File: src/design/ditd_defs.vh
// constants for the drive input terminal decoder
// assumes a 50 MHz core clock and a plain register port
`ifndef DITD_DEFS_VH
`define DITD_DEFS_VH
`define DITD_CLK_MHZ 50
`define DITD_DEB_MS 2
`define DITD_DEB_CYC (`DITD_DEB_MS * `DITD_CLK_MHZ * 1000)
`define DITD_RPT_FAST_MS 50
`define DITD_RPT_FAST_CYC (`DITD_RPT_FAST_MS * `DITD_CLK_MHZ * 1000)
`define DITD_RPT_SLOW_MS 200
`define DITD_RPT_SLOW_CYC (`DITD_RPT_SLOW_MS * `DITD_CLK_MHZ * 1000)
`define DITD_RPT_FAST_N 8'h0a
`define DITD_TMR_DEF 32'h02faf080
`define DITD_A_FN1 4'h0
`define DITD_A_FN2 4'h1
`define DITD_A_FN3 4'h2
`define DITD_A_FN4 4'h3
`define DITD_A_FN5 4'h4
`define DITD_A_FN6 4'h5
`define DITD_A_CFG 4'h6
`define DITD_A_JOG 4'h7
`define DITD_A_FMAX 4'h8
`define DITD_A_FMIN 4'h9
`define DITD_A_T1 4'ha
`define DITD_A_T2 4'hb
`define DITD_A_ST 4'hc
`define DITD_A_CNT 4'hd
`define DITD_A_UPDN 4'he
`define DITD_R_FN1 8'h02
`define DITD_R_FN2 8'h03
`define DITD_R_FN3 8'h0e
`define DITD_R_FN4 8'h16
`define DITD_R_FN5 8'h17
`define DITD_R_FN6 8'h18
`define DITD_R_JOG 16'h0032
`define DITD_R_FMAX 16'h01f4
`define DITD_R_FMIN 16'h0000
`define DITD_JOG_LIM 16'h2710
`define DITD_CNT_MAX 16'hffff
// cfg fields: [0] cmd source, [2:1] segment mode, [4:3] panel key
`define DITD_CFG_SRC 0
`define DITD_CFG_SEG_LO 1
`define DITD_CFG_KEY_LO 3
`define DITD_R_CFG 8'h00
`define DITD_FN_RUN 8'h01
`define DITD_FN_FWD 8'h02
`define DITD_FN_REV 8'h03
`define DITD_FN_STOP 8'h04
`define DITD_FN_DIR 8'h05
`define DITD_FN_JOG 8'h06
`define DITD_FN_JOGF 8'h07
`define DITD_FN_JOGR 8'h08
`define DITD_FN_TMR1 8'h09
`define DITD_FN_TMR2 8'h0a
`define DITD_FN_MAINF 8'h0b
`define DITD_FN_HEAT 8'h0c
`define DITD_FN_ECUT 8'h0d
`define DITD_FN_RST 8'h0e
`define DITD_FN_AI2 8'h0f
`define DITD_FN_RMP1 8'h11
`define DITD_FN_RMP2 8'h12
`define DITD_FN_SEG1 8'h13
`define DITD_FN_SEG2 8'h14
`define DITD_FN_SEG3 8'h15
`define DITD_FN_HI 8'h16
`define DITD_FN_MID 8'h17
`define DITD_FN_LO 8'h18
`define DITD_FN_PID 8'h19
`define DITD_FN_SEG4 8'h1a
`define DITD_FN_UP 8'h1b
`define DITD_FN_DN 8'h1c
`define DITD_FN_DRAFT 8'h1d
`define DITD_FN_PULSE 8'h1f
`define DITD_FN_CRST 8'h20
`define DITD_FN_YARN 8'h21
`endif

File: src/design/ditd_top.v
// drive input terminal decoder: six programmable terminals to commands
// synchronises the terminal inputs itself and assumes a one-cycle register port
//
// Design decisions made here: the strobed register port and the register offsets.
`include "ditd_defs.vh"
module ditd_top #(
	parameter [31:0] DEB_CYC = `DITD_DEB_CYC,
	parameter [31:0] RPT_FAST_CYC = `DITD_RPT_FAST_CYC,
	parameter [31:0] RPT_SLOW_CYC = `DITD_RPT_SLOW_CYC
) (
	input wire i_core_clk,
	input wire i_reset,
	input wire i_ce,
	input wire [5:0] i_terminal,
	input wire i_panel_key,
	input wire [3:0] i_addr,
	input wire [31:0] i_wdata,
	input wire i_wr,
	input wire i_rd,
	output reg [31:0] o_rdata,
	output reg o_run,
	output reg o_reverse,
	output reg o_jog,
	output reg o_coast_stop,
	output reg [1:0] o_ramp_sel,
	output reg [3:0] o_seg_speed,
	output reg [1:0] o_hml_sel,
	output reg o_force_main_freq,
	output reg o_force_second_analog,
	output reg o_force_keyboard,
	output reg o_overheat,
	output reg o_ext_fault,
	output reg o_fault_reset,
	output reg o_pid_enable,
	output reg o_draft_enable,
	output reg o_yarn_stop,
	output reg o_timer1_done,
	output reg o_timer2_done,
	output reg o_zero_count_display,
	output reg [15:0] o_freq_offset
);
	reg [7:0] fn_r [0:5];
	reg [7:0] cfg_r;
	reg [15:0] jog_frequency_setting_r;
	reg [15:0] fmax_r;
	reg [15:0] fmin_r;
	reg [31:0] t1_len_r;
	reg [31:0] t2_len_r;
	reg [31:0] t1_cnt_r;
	reg [31:0] t2_cnt_r;
	reg t1_on_r;
	reg t2_on_r;
	reg [15:0] count_r;
	reg [31:0] rpt_cnt_r;
	reg [7:0] rpt_n_r;
	reg key_tog_r;
	reg jog_dir_r;
	wire [5:0] lvl;
	wire [5:0] rise;
	wire [5:0] fall;
	integer k;

	genvar g;
	generate
		for (g = 0; g < 6; g = g + 1) begin : g_deb
			ditd_debounce #(
				.CNT_W(32),
				.HOLD(DEB_CYC)
			) u_deb (
				.i_core_clk(i_core_clk),
				.i_reset(i_reset),
				.i_ce(i_ce),
				.i_pin(i_terminal[g]),
				.o_level(lvl[g]),
				.o_rise(rise[g]),
				.o_fall(fall[g])
			);
		end
	endgenerate

	// which terminals carry a function; undefined codes match nothing
	function [5:0] fn_hit;
		input [7:0] code;
		input [47:0] fns;
		integer i;
		begin
			for (i = 0; i < 6; i = i + 1)
				fn_hit[i] = (fns[i*8 +: 8] == code);
		end
	endfunction

	wire [47:0] fns = {fn_r[5], fn_r[4], fn_r[3], fn_r[2], fn_r[1], fn_r[0]};
	wire src_ext = cfg_r[`DITD_CFG_SRC];
	wire [1:0] seg_mode = cfg_r[`DITD_CFG_SEG_LO +: 2];
	wire [1:0] key_fn = cfg_r[`DITD_CFG_KEY_LO +: 2];
	wire key_rise = i_panel_key & ~key_tog_r;
	wire lv_run = |(lvl & fn_hit(`DITD_FN_RUN, fns));
	wire rs_fwd = |(rise & fn_hit(`DITD_FN_FWD, fns));
	wire rs_rev = |(rise & fn_hit(`DITD_FN_REV, fns));
	wire lv_fwd = |(lvl & fn_hit(`DITD_FN_FWD, fns));
	wire lv_rev = |(lvl & fn_hit(`DITD_FN_REV, fns));
	wire has_fwd = |fn_hit(`DITD_FN_FWD, fns);
	wire has_run = |fn_hit(`DITD_FN_RUN, fns);
	wire has_stop = |fn_hit(`DITD_FN_STOP, fns);
	// stop button is normally closed: open contact means stop
	wire stop_open = |(~lvl & fn_hit(`DITD_FN_STOP, fns));
	wire lv_dir = |(lvl & fn_hit(`DITD_FN_DIR, fns));
	wire lv_jog = |(lvl & fn_hit(`DITD_FN_JOG, fns));
	wire lv_jogf = |(lvl & fn_hit(`DITD_FN_JOGF, fns));
	wire lv_jogr = |(lvl & fn_hit(`DITD_FN_JOGR, fns));
	wire any_jog = lv_jog | lv_jogf | lv_jogr;
	wire rs_t1 = |(rise & fn_hit(`DITD_FN_TMR1, fns));
	wire rs_t2 = |(rise & fn_hit(`DITD_FN_TMR2, fns));
	wire lv_up = |(lvl & fn_hit(`DITD_FN_UP, fns));
	wire lv_dn = |(lvl & fn_hit(`DITD_FN_DN, fns));
	wire rs_updn = |(rise & (fn_hit(`DITD_FN_UP, fns) |
		fn_hit(`DITD_FN_DN, fns)));
	wire rs_pulse = |(rise & fn_hit(`DITD_FN_PULSE, fns));
	wire rs_crst = |(rise & fn_hit(`DITD_FN_CRST, fns));
	wire crst = rs_crst | (key_rise & key_fn == 2'd2);
	wire [15:0] jog_clamp = (jog_frequency_setting_r > fmax_r) ? fmax_r :
		(jog_frequency_setting_r < fmin_r) ? fmin_r :
		jog_frequency_setting_r;
	wire running = o_run & ~o_jog;
	// a jog is taken only from standby, with the terminal source selected, fault free, even while the keyboard is forced
	wire jog_go = ~o_run & any_jog & src_ext &
		~(o_ext_fault | o_yarn_stop | o_overheat);

	always @(posedge i_core_clk) begin
		if (i_reset) begin
			fn_r[0] <= `DITD_R_FN1;
			fn_r[1] <= `DITD_R_FN2;
			fn_r[2] <= `DITD_R_FN3;
			fn_r[3] <= `DITD_R_FN4;
			fn_r[4] <= `DITD_R_FN5;
			fn_r[5] <= `DITD_R_FN6;
			cfg_r <= `DITD_R_CFG;
			jog_frequency_setting_r <= `DITD_R_JOG;
			fmax_r <= `DITD_R_FMAX;
			fmin_r <= `DITD_R_FMIN;
			t1_len_r <= `DITD_TMR_DEF;
			t2_len_r <= `DITD_TMR_DEF;
			o_rdata <= 32'h00000000;
		end else if (i_ce) begin
			o_rdata <= 32'h00000000;
			if (i_wr) begin
				case (i_addr)
				`DITD_A_FN1, `DITD_A_FN2, `DITD_A_FN3,
				`DITD_A_FN4, `DITD_A_FN5, `DITD_A_FN6: begin
					fn_r[i_addr[2:0]] <= i_wdata[7:0];
				end
				`DITD_A_CFG: cfg_r <= i_wdata[7:0];
				`DITD_A_JOG: begin
					if (i_wdata[15:0] <= `DITD_JOG_LIM)
						jog_frequency_setting_r <= i_wdata[15:0];
				end
				`DITD_A_FMAX: fmax_r <= i_wdata[15:0];
				`DITD_A_FMIN: fmin_r <= i_wdata[15:0];
				`DITD_A_T1: t1_len_r <= i_wdata;
				`DITD_A_T2: t2_len_r <= i_wdata;
				default: ;
				endcase
			end
			if (i_rd) begin
				case (i_addr)
				`DITD_A_FN1, `DITD_A_FN2, `DITD_A_FN3,
				`DITD_A_FN4, `DITD_A_FN5, `DITD_A_FN6: begin
					o_rdata <= {24'h000000, fn_r[i_addr[2:0]]};
				end
				`DITD_A_CFG: o_rdata <= {24'h000000, cfg_r};
				`DITD_A_JOG: o_rdata <= {16'h0000, jog_frequency_setting_r};
				`DITD_A_FMAX: o_rdata <= {16'h0000, fmax_r};
				`DITD_A_FMIN: o_rdata <= {16'h0000, fmin_r};
				`DITD_A_T1: o_rdata <= t1_len_r;
				`DITD_A_T2: o_rdata <= t2_len_r;
				`DITD_A_ST: o_rdata <= {16'h0000, 2'b00, lvl, o_jog,
					o_reverse, o_run, t2_on_r, t1_on_r,
					o_timer2_done, o_timer1_done, o_zero_count_display};
				`DITD_A_CNT: o_rdata <= {16'h0000, count_r};
				`DITD_A_UPDN: o_rdata <= {16'h0000, o_freq_offset};
				default: o_rdata <= 32'h00000000;
				endcase
			end
		end
	end

	// run, direction and jog state
	always @(posedge i_core_clk) begin
		if (i_reset) begin
			o_run <= 1'b0;
			o_reverse <= 1'b0;
			o_jog <= 1'b0;
			o_coast_stop <= 1'b0;
			jog_dir_r <= 1'b0;
			key_tog_r <= 1'b0;
			o_force_keyboard <= 1'b0;
		end else if (i_ce) begin
			key_tog_r <= i_panel_key;
			o_coast_stop <= 1'b0;
			if (key_rise && key_fn == 2'd1)
				o_force_keyboard <= ~o_force_keyboard;
			if (key_fn != 2'd1)
				o_force_keyboard <= 1'b0;
			if (o_jog) begin
				if (!any_jog) begin
					o_jog <= 1'b0;
					o_run <= 1'b0;
					o_coast_stop <= 1'b1;
				end
				// other commands are not looked at while jogging
			end else if (o_ext_fault || o_yarn_stop || o_overheat) begin
				o_run <= 1'b0;
			end else if (jog_go) begin
				o_jog <= 1'b1;
				o_run <= 1'b1;
				o_reverse <= lv_jogr | (lv_jog & o_reverse);
			end else if (src_ext && !o_force_keyboard) begin
				if (has_stop) begin
					if (stop_open) begin
						o_run <= 1'b0;
					end else if (rs_fwd) begin
						o_run <= 1'b1;
						o_reverse <= 1'b0;
					end else if (rs_rev) begin
						o_run <= 1'b1;
						o_reverse <= 1'b1;
					end
				end else if (has_run) begin
					o_run <= lv_run;
					o_reverse <= lv_dir;
				end else if (has_fwd) begin
					o_run <= lv_fwd | lv_rev;
					o_reverse <= lv_rev & ~lv_fwd;
				end
			end
			if (key_rise && key_fn == 2'd0 && !o_jog)
				o_reverse <= ~o_reverse;
		end
	end

	// static selections and protections
	always @(posedge i_core_clk) begin
		if (i_reset) begin
			o_ramp_sel <= 2'd0;
			o_seg_speed <= 4'h0;
			o_hml_sel <= 2'd0;
			o_force_main_freq <= 1'b0;
			o_force_second_analog <= 1'b0;
			o_overheat <= 1'b0;
			o_ext_fault <= 1'b0;
			o_fault_reset <= 1'b0;
			o_pid_enable <= 1'b0;
			o_draft_enable <= 1'b0;
			o_yarn_stop <= 1'b0;
		end else if (i_ce) begin
			// a refused jog must not switch the ramp set
			if (jog_go || o_jog)
				o_ramp_sel <= 2'd3;
			else if (seg_mode == 2'd1)
				o_ramp_sel <= 2'd0;
			else
				o_ramp_sel <= {|(lvl & fn_hit(`DITD_FN_RMP2, fns)),
					|(lvl & fn_hit(`DITD_FN_RMP1, fns))};
			o_seg_speed <= {|(lvl & fn_hit(`DITD_FN_SEG4, fns)),
				|(lvl & fn_hit(`DITD_FN_SEG3, fns)),
				|(lvl & fn_hit(`DITD_FN_SEG2, fns)),
				|(lvl & fn_hit(`DITD_FN_SEG1, fns))};
			if (|(lvl & fn_hit(`DITD_FN_HI, fns)))
				o_hml_sel <= 2'd3;
			else if (|(lvl & fn_hit(`DITD_FN_MID, fns)))
				o_hml_sel <= 2'd2;
			else if (|(lvl & fn_hit(`DITD_FN_LO, fns)))
				o_hml_sel <= 2'd1;
			else
				o_hml_sel <= 2'd0;
			o_force_main_freq <= |(lvl & fn_hit(`DITD_FN_MAINF, fns));
			o_force_second_analog <= |(lvl & fn_hit(`DITD_FN_AI2, fns));
			o_overheat <= |(lvl & fn_hit(`DITD_FN_HEAT, fns));
			o_ext_fault <= |(lvl & fn_hit(`DITD_FN_ECUT, fns));
			o_fault_reset <= |(rise & fn_hit(`DITD_FN_RST, fns));
			o_pid_enable <= running &
				|(lvl & fn_hit(`DITD_FN_PID, fns));
			o_draft_enable <= |(lvl & fn_hit(`DITD_FN_DRAFT, fns));
			o_yarn_stop <= lvl[3] & (fn_r[3] == `DITD_FN_YARN);
		end
	end

	// timers, pulse counter, up/down offset
	always @(posedge i_core_clk) begin
		if (i_reset) begin
			t1_on_r <= 1'b0;
			t2_on_r <= 1'b0;
			t1_cnt_r <= 32'h00000000;
			t2_cnt_r <= 32'h00000000;
			o_timer1_done <= 1'b0;
			o_timer2_done <= 1'b0;
			count_r <= 16'h0000;
			o_zero_count_display <= 1'b1;
			o_freq_offset <= 16'h0000;
			rpt_cnt_r <= 32'h00000000;
			rpt_n_r <= 8'h00;
		end else if (i_ce) begin
			if (rs_t1) begin
				t1_on_r <= 1'b1;
				t1_cnt_r <= 32'h00000000;
				o_timer1_done <= 1'b0;
			end else if (t1_on_r) begin
				if (t1_cnt_r >= t1_len_r) begin
					t1_on_r <= 1'b0;
					o_timer1_done <= 1'b1;
				end else begin
					t1_cnt_r <= t1_cnt_r + 32'h00000001;
				end
			end
			if (rs_t2) begin
				t2_on_r <= 1'b1;
				t2_cnt_r <= 32'h00000000;
				o_timer2_done <= 1'b0;
			end else if (t2_on_r) begin
				if (t2_cnt_r >= t2_len_r) begin
					t2_on_r <= 1'b0;
					o_timer2_done <= 1'b1;
				end else begin
					t2_cnt_r <= t2_cnt_r + 32'h00000001;
				end
			end
			if (crst) begin
				count_r <= 16'h0000;
				o_zero_count_display <= 1'b1;
			end else if (rs_pulse && count_r != `DITD_CNT_MAX) begin
				count_r <= count_r + 16'h0001;
				o_zero_count_display <= 1'b0;
			end
			if (running && (lv_up ^ lv_dn)) begin
				if (rs_updn || rpt_cnt_r == 32'h00000000) begin
					if (lv_up && o_freq_offset != 16'hffff)
						o_freq_offset <= o_freq_offset + 16'h0001;
					if (lv_dn && o_freq_offset != 16'h0000)
						o_freq_offset <= o_freq_offset - 16'h0001;
					if (rs_updn)
						rpt_n_r <= 8'h00;
					else if (rpt_n_r != `DITD_RPT_FAST_N)
						rpt_n_r <= rpt_n_r + 8'h01;
					rpt_cnt_r <= (rpt_n_r < `DITD_RPT_FAST_N) ?
						RPT_FAST_CYC : RPT_SLOW_CYC;
				end else begin
					rpt_cnt_r <= rpt_cnt_r - 32'h00000001;
				end
			end else begin
				rpt_cnt_r <= RPT_FAST_CYC;
				rpt_n_r <= 8'h00;
			end
		end
	end
endmodule // ditd_top

File: src/design/ditd_debounce.v
// synchroniser and debouncer for one input terminal
// assumes the terminal is a slow contact, sampled on the core clock
module ditd_debounce #(
	parameter CNT_W = 17,
	parameter [CNT_W-1:0] HOLD = 17'd100000
) (
	input wire i_core_clk,
	input wire i_reset,
	input wire i_ce,
	input wire i_pin,
	output reg o_level,
	output reg o_rise,
	output reg o_fall
);
	reg sync1_r;
	reg sync2_r;
	reg [CNT_W-1:0] cnt_r;
	always @(posedge i_core_clk) begin
		if (i_reset) begin
			sync1_r <= 1'b0;
			sync2_r <= 1'b0;
			cnt_r <= {CNT_W{1'b0}};
			o_level <= 1'b0;
			o_rise <= 1'b0;
			o_fall <= 1'b0;
		end else if (i_ce) begin
			sync1_r <= i_pin;
			sync2_r <= sync1_r;
			o_rise <= 1'b0;
			o_fall <= 1'b0;
			// a change must stand for the hold time before it is taken
			if (sync2_r == o_level) begin
				cnt_r <= {CNT_W{1'b0}};
			end else if (cnt_r == HOLD - 1'b1) begin
				cnt_r <= {CNT_W{1'b0}};
				o_level <= sync2_r;
				o_rise <= sync2_r;
				o_fall <= ~sync2_r;
			end else begin
				cnt_r <= cnt_r + 1'b1;
			end
		end
	end
endmodule // ditd_debounce

File: config.mk
export PLATFORM = sky130hd
export DESIGN_NAME = ditd_top
export DESIGN_NICKNAME = d
export VERILOG_FILES = /design/src/design/ditd_top.v /design/src/design/ditd_debounce.v
export VERILOG_INCLUDE_DIRS = /design/src /design/src/design
export SDC_FILE = /design/constraint.sdc
export NUM_CORES = 2
export LEC_CHECK = 0
export BUFFER_PORTS_ARGS = -buffer_cell sky130_fd_sc_hd__buf_2
export CORE_MARGIN = 2
export CORE_UTILIZATION = 50
export DETAILED_ROUTE_END_ITERATION = 8
export PLACE_DENSITY = 0.64
export SLEW_MARGIN = 20
export SYNTH_ARGS = -nofsm -noshare
export SYNTH_HDL_FRONTEND = slang
export SYNTH_SLANG_ARGS = --single-unit
File: constraint.sdc
create_clock -name i_core_clk -period 12 [get_ports i_core_clk]
set_input_delay 2.4 -clock i_core_clk [delete_from_list [all_inputs] [get_ports i_core_clk]]
set_output_delay 2.4 -clock i_core_clk [all_outputs]
set_load 0.005 [all_outputs]
==> flow_results.xml <==
<?xml version="1.0" encoding="UTF-8"?>
<metrics>
  <group name="clock_network">
    <metric name="ctsLongestPathBuffers" unit="">3</metric>
    <metric name="path_clk_slew" unit="ns">0.06</metric>
    <metric name="cts_sinks" unit="">587</metric>
    <metric name="postCtsHoldBufs" unit="">0</metric>
    <metric name="clk-insertion-delay-late" unit="ns">0.63</metric>
    <metric name="h-tree-depth" unit="">3</metric>
    <metric name="cts_tree" unit="">done</metric>
    <metric name="cts-resized-gates" unit="">0</metric>
    <metric name="tritoncts.num_buffers" unit="">68</metric>
    <metric name="clk_root_buffer_cell" unit="">sky130_fd_sc_hd__clkbuf_16</metric>
    <metric name="postCtsSetupRepairBufs" unit="">0</metric>
  </group>
  <group name="yosys">
    <metric name="synth_xor_xnor_area_share" unit="">0.0232</metric>
    <metric name="ys_async_sr_fraction" unit="">0</metric>
    <metric name="synth.yosys.warnings" unit="">0</metric>
    <metric name="synth_top_flop_cell" unit="">sky130_fd_sc_hd__dfxtp_1</metric>
    <metric name="synth_compound_area_frac" unit="">0.205</metric>
    <metric name="synth_area" unit="um2">31700</metric>
    <metric name="synthesized_area_fraction_occupied_by_adder_cells" unit="">0.0365</metric>
    <metric name="combinational_family_with_the_most_area_after_synthesis" unit="">simple AND/OR/NAND/NOR gates</metric>
    <metric name="number_of_distinct_library_cell_variants_in_the_gate_level_netlist_after_synthesis" unit="">93</metric>
    <metric name="muxShareOfSynthArea" unit="">0.0212</metric>
    <metric name="post_synth.cell_area_avg" unit="um2">7.85</metric>
    <metric name="synth_cells" unit="">4040</metric>
    <metric name="synth-seq-area-share" unit="">0.388</metric>
    <metric name="synth_enable_flop_cells" unit="">56</metric>
    <metric name="synth.ff_latch_count" unit="">587</metric>
    <metric name="synth_simple_gate_area_share" unit="">0.285</metric>
  </group>
  <group name="floorplanning">
    <metric name="core" unit="um2">62900</metric>
    <metric name="die_width" unit="um">256</metric>
    <metric name="num_io_pins" unit="">120</metric>
    <metric name="initial_core_util" unit="">0.505</metric>
    <metric name="die_area" unit="um2">65500</metric>
    <metric name="die_h" unit="um">256</metric>
    <metric name="rows" unit="">92</metric>
  </group>
  <group name="cells_and_area">
    <metric name="mostFrequentLayoutCell" unit="">sky130_fd_sc_hd__dfxtp_1</metric>
    <metric name="final-instance-count-excl-fill" unit="">4958</metric>
    <metric name="top_library_cells_by_usage_in_the_layout_fill_and_taps_aside" unit="">sky130_fd_sc_hd__dfxtp_1 (531), sky130_fd_sc_hd__nor2_1 (514), sky130_fd_sc_hd__nand2_1 (477)</metric>
    <metric name="num-nets-final" unit="">4198</metric>
    <metric name="fraction_of_final_layout_cells_sized_beyond_drive_strength_1" unit="">0.0825</metric>
    <metric name="sequential_cell_area" unit="um2">12300</metric>
    <metric name="area_growth" unit="%">11.0</metric>
    <metric name="combined_area_of_the_multi_input_logic_cells" unit="um2">18200</metric>
    <metric name="n_fill_cell" unit="">6038</metric>
    <metric name="final_cell_area" unit="um2">35200</metric>
  </group>
  <group name="worst_setup_path">
    <metric name="path_max_fanout" unit="">17</metric>
    <metric name="rr_worst_depth" unit="">16</metric>
    <metric name="crit_arrival" unit="ns">5.38</metric>
    <metric name="worstPathRequired" unit="ns">12.50</metric>
    <metric name="critPathLaunchType" unit="">register</metric>
    <metric name="register_to_register_setup_slack" unit="ns">7.12</metric>
    <metric name="worst_setup_ep_type" unit="">register</metric>
    <metric name="timing.rr.end" unit="">o_freq_offset[15]</metric>
    <metric name="crit-reg2reg-launch" unit="">g_deb[0].u_deb.o_level</metric>
    <metric name="path_class" unit="">reg -&gt; reg</metric>
  </group>
  <group name="power">
    <metric name="total_leakage_power" unit="nW">12.6</metric>
    <metric name="ir_drop" unit="uV">112</metric>
    <metric name="power.share.combinational" unit="">0.055</metric>
    <metric name="power_frac_seq" unit="">0.469</metric>
    <metric name="share_clk_of_total_power" unit="">0.476</metric>
    <metric name="net-switching-power" unit="mW">1.08</metric>
    <metric name="cell_internal_pwr" unit="mW">3.27</metric>
    <metric name="power_per_cell_area" unit="nW/um2">123</metric>
    <metric name="power.share.switching" unit="">0.248</metric>
  </group>
  <group name="worst_hold_path">
    <metric name="whs_endpoint" unit="">fmin_r[2]</metric>
    <metric name="hold_path.startpoint" unit="">fmin_r[2]</metric>
    <metric name="min-delay-path-class" unit="">reg -&gt; reg</metric>
    <metric name="hold_depth" unit="">2</metric>
  </group>
  <group name="drt">
    <metric name="detailedRoute.firstIterationViolations" unit="">3235</metric>
    <metric name="route.detailed.wl_per_inst" unit="um">20.2</metric>
    <metric name="drc_errors" unit="">0</metric>
    <metric name="drtPass1Iterations" unit="">8</metric>
    <metric name="routed_wirelength" unit="um">100000</metric>
    <metric name="vias_per_cell" unit="">6.18</metric>
    <metric name="route.vias.total" unit="">30664</metric>
    <metric name="antenna_violating_nets_post_route" unit="">0</metric>
  </group>
  <group name="timing">
    <metric name="fin_crit_sh" unit="">0.407</metric>
    <metric name="report.final.setup_viol" unit="">0</metric>
    <metric name="fin_worst_skew" unit="ns">0.0317</metric>
    <metric name="fmaxAchievable" unit="MHz">205</metric>
    <metric name="worst_slew_margin_rel" unit="">0.244</metric>
    <metric name="timing.final.hold_violations" unit="">0</metric>
    <metric name="grt_setup_unrepaired" unit="">no</metric>
    <metric name="totalNegativeSetupSlack" unit="ns">0</metric>
    <metric name="finalWorstSetupSlack" unit="ns">7.12</metric>
    <metric name="timing.final.crit_period" unit="ns">4.88</metric>
    <metric name="timing_max_transition_violations_final" unit="">0</metric>
    <metric name="transition_time_at_the_pin_with_the_least_slew_margin" unit="ns">1.12</metric>
  </group>
  <group name="status">
    <metric name="status" unit="">finished, final reports clean</metric>
  </group>
  <group name="job">
    <metric name="drv.max_cap_violation_count" unit="">0</metric>
  </group>
  <group name="global_routing">
    <metric name="antenna_violations_before_repair" unit="">3</metric>
    <metric name="via_count_of_the_first_global_routing_pass" unit="">27793</metric>
    <metric name="grt_start_max_net_pins" unit="">187</metric>
    <metric name="grt_pass1_wl" unit="um">158000</metric>
    <metric name="grt_usage" unit="">0.296</metric>
    <metric name="global_route.overflow_total" unit="">0</metric>
  </group>
  <group name="place">
    <metric name="post_dp_cell_area" unit="um2">33000</metric>
    <metric name="placement.io_buffers" unit="">119</metric>
    <metric name="post-place-ws" unit="ns">6.71</metric>
    <metric name="routability_congestion" unit="">1.06</metric>
    <metric name="dpl.cell_count" unit="">4834</metric>
    <metric name="detailedPlacementHpwl" unit="um">67500</metric>
  </group>
</metrics>
synth_stat cells, types with 20 or more instances:
| master | number | area, um2 |
|---|---|---|
| sky130_fd_sc_hd__dfxtp_1 | 531 | 10600 |
| sky130_fd_sc_hd__nor2_1 | 516 | 1940 |
| sky130_fd_sc_hd__nand2_1 | 478 | 1790 |
| sky130_fd_sc_hd__a21oi_1 | 331 | 1660 |
| sky130_fd_sc_hd__clkbuf_1 | 205 | 769 |
| sky130_fd_sc_hd__o21ai_0 | 194 | 971 |
| sky130_fd_sc_hd__nand3_1 | 168 | 841 |
| sky130_fd_sc_hd__nor3_1 | 123 | 616 |
| sky130_fd_sc_hd__inv_1 | 113 | 424 |
| sky130_fd_sc_hd__and3_1 | 93 | 582 |
| sky130_fd_sc_hd__ha_1 | 91 | 1140 |
| sky130_fd_sc_hd__nor4_1 | 88 | 551 |
| sky130_fd_sc_hd__a22oi_1 | 83 | 623 |
| sky130_fd_sc_hd__nand4_1 | 81 | 507 |
| sky130_fd_sc_hd__a311oi_1 | 65 | 569 |
| sky130_fd_sc_hd__and2_1 | 60 | 375 |
| sky130_fd_sc_hd__xnor2_1 | 58 | 508 |
| sky130_fd_sc_hd__edfxtp_1 | 56 | 1680 |
| sky130_fd_sc_hd__nand2b_1 | 51 | 319 |
| sky130_fd_sc_hd__mux2i_1 | 48 | 480 |
| sky130_fd_sc_hd__o211ai_1 | 43 | 323 |
| sky130_fd_sc_hd__nor2b_1 | 40 | 250 |
| sky130_fd_sc_hd__a31oi_1 | 36 | 225 |
| sky130_fd_sc_hd__o22ai_1 | 34 | 213 |
| sky130_fd_sc_hd__or3_1 | 33 | 206 |
| sky130_fd_sc_hd__a21o_1 | 31 | 233 |
| sky130_fd_sc_hd__xor2_1 | 26 | 228 |
| sky130_fd_sc_hd__a211oi_1 | 23 | 173 |
| sky130_fd_sc_hd__and4_1 | 20 | 175 |
metrics by stage:
stage	power, mW	util	hold WS [ns]
floorplan	2.22	-	0.436
global placement	2.31	0.525	0.443
detailed placement	2.31	0.525	0.447
CTS	4.37	0.560	0.456
global route	4.48	0.560	0.469
finish	4.35	0.560	0.455
final cells by class:
class | count | share of cell area
inverter | 115 | 0.0123
antenna | 2 | 0.000142
sequential | 587 | 0.350
multi-input combinational | 3117 | 0.516
timing repair buffer | 169 | 0.0288
clock buffer | 107 | 0.0568
tap | 846 | 0.0301
clock inverter | 15 | 0.00593
critical path: stages (launching register included):
cell	delay, ns
sky130_fd_sc_hd__dfxtp_1	0.69
sky130_fd_sc_hd__nor2b_1	0.61
sky130_fd_sc_hd__nand2_1	0.37
sky130_fd_sc_hd__nor4_1	0.43
sky130_fd_sc_hd__nor4_2	0.16
sky130_fd_sc_hd__nor2_1	0.13
sky130_fd_sc_hd__buf_4	0.28
sky130_fd_sc_hd__ha_1	0.32
sky130_fd_sc_hd__or2_2	0.28
sky130_fd_sc_hd__a21oi_1	0.26
sky130_fd_sc_hd__o31a_1	0.23
sky130_fd_sc_hd__a21oi_1	0.11
sky130_fd_sc_hd__a41o_1	0.26
sky130_fd_sc_hd__or3_1	0.30
sky130_fd_sc_hd__nand3_1	0.10
sky130_fd_sc_hd__xor2_1	0.15
sky130_fd_sc_hd__nor2_1	0.05
how the worst max path moves through the flow:
stage,startpoint,endpoint,slack [ns]
2_1_floorplan,i_ce,jog_frequency_setting_r[1],7.43
3_3_place_gp,i_ce,g_deb[1].u_deb.cnt_r[31],6.75
3_5_place_dp,i_ce,g_deb[1].u_deb.cnt_r[31],6.71
4_1_cts,g_deb[0].u_deb.o_level,o_freq_offset[15],7.30
5_1_grt,g_deb[0].u_deb.o_level,o_freq_offset[15],6.99
6_report,g_deb[0].u_deb.o_level,o_freq_offset[15],7.12
registers in the layout, indices dropped and copies added, names as in the netlist, 8 cells and up:
signal and count:
cfg_r 8, g_deb.u_deb.cnt_r 192, jog_frequency_setting_r 16, o_freq_offset 16, t1_cnt_r 32, rpt_n_r 8, rpt_cnt_r 32, o_rdata 32
t1_len_r 32, count_r 16, fmin_r 16, t2_cnt_r 32, t2_len_r 32, fmax_r 16, fn_r 56
logic make-up after synthesis:
logic type | after synthesis
other | 1
AND/OR/NAND/NOR | 1860
buffers and inverters | 343
adder cells (fa/ha/maj) | 92
XOR/XNOR | 84
AO/OA/AOI/OAI | 1008
flip-flops | 587
multiplexers | 65
power by group through the flow:
stage	clock network [mW]	logic (mW)	registers [mW]
final	2.07	0.239	2.04
after global routing	2.18	0.256	2.04
after CTS	2.10	0.234	2.04
after detailed placement	0	0.233	2.08
after global placement	0	0.233	2.08
after floorplan	0	0.158	2.06
per-layer routing:
| layer | part of all wire | up-vias | wire (um) | global-route usage |
|---|---|---|---|---|
| met5 | 0.00022 | - | 22 | 0 |
| met4 | 0.039 | 4 | 3880 | 0.120 |
| met3 | 0.082 | 271 | 8240 | 0.0574 |
| met2 | 0.43 | 1299 | 43200 | 0.450 |
| met1 | 0.45 | 14295 | 45000 | 0.413 |
| li1 | - | 14795 | - | - |
(Power assumes the default switching activity.)
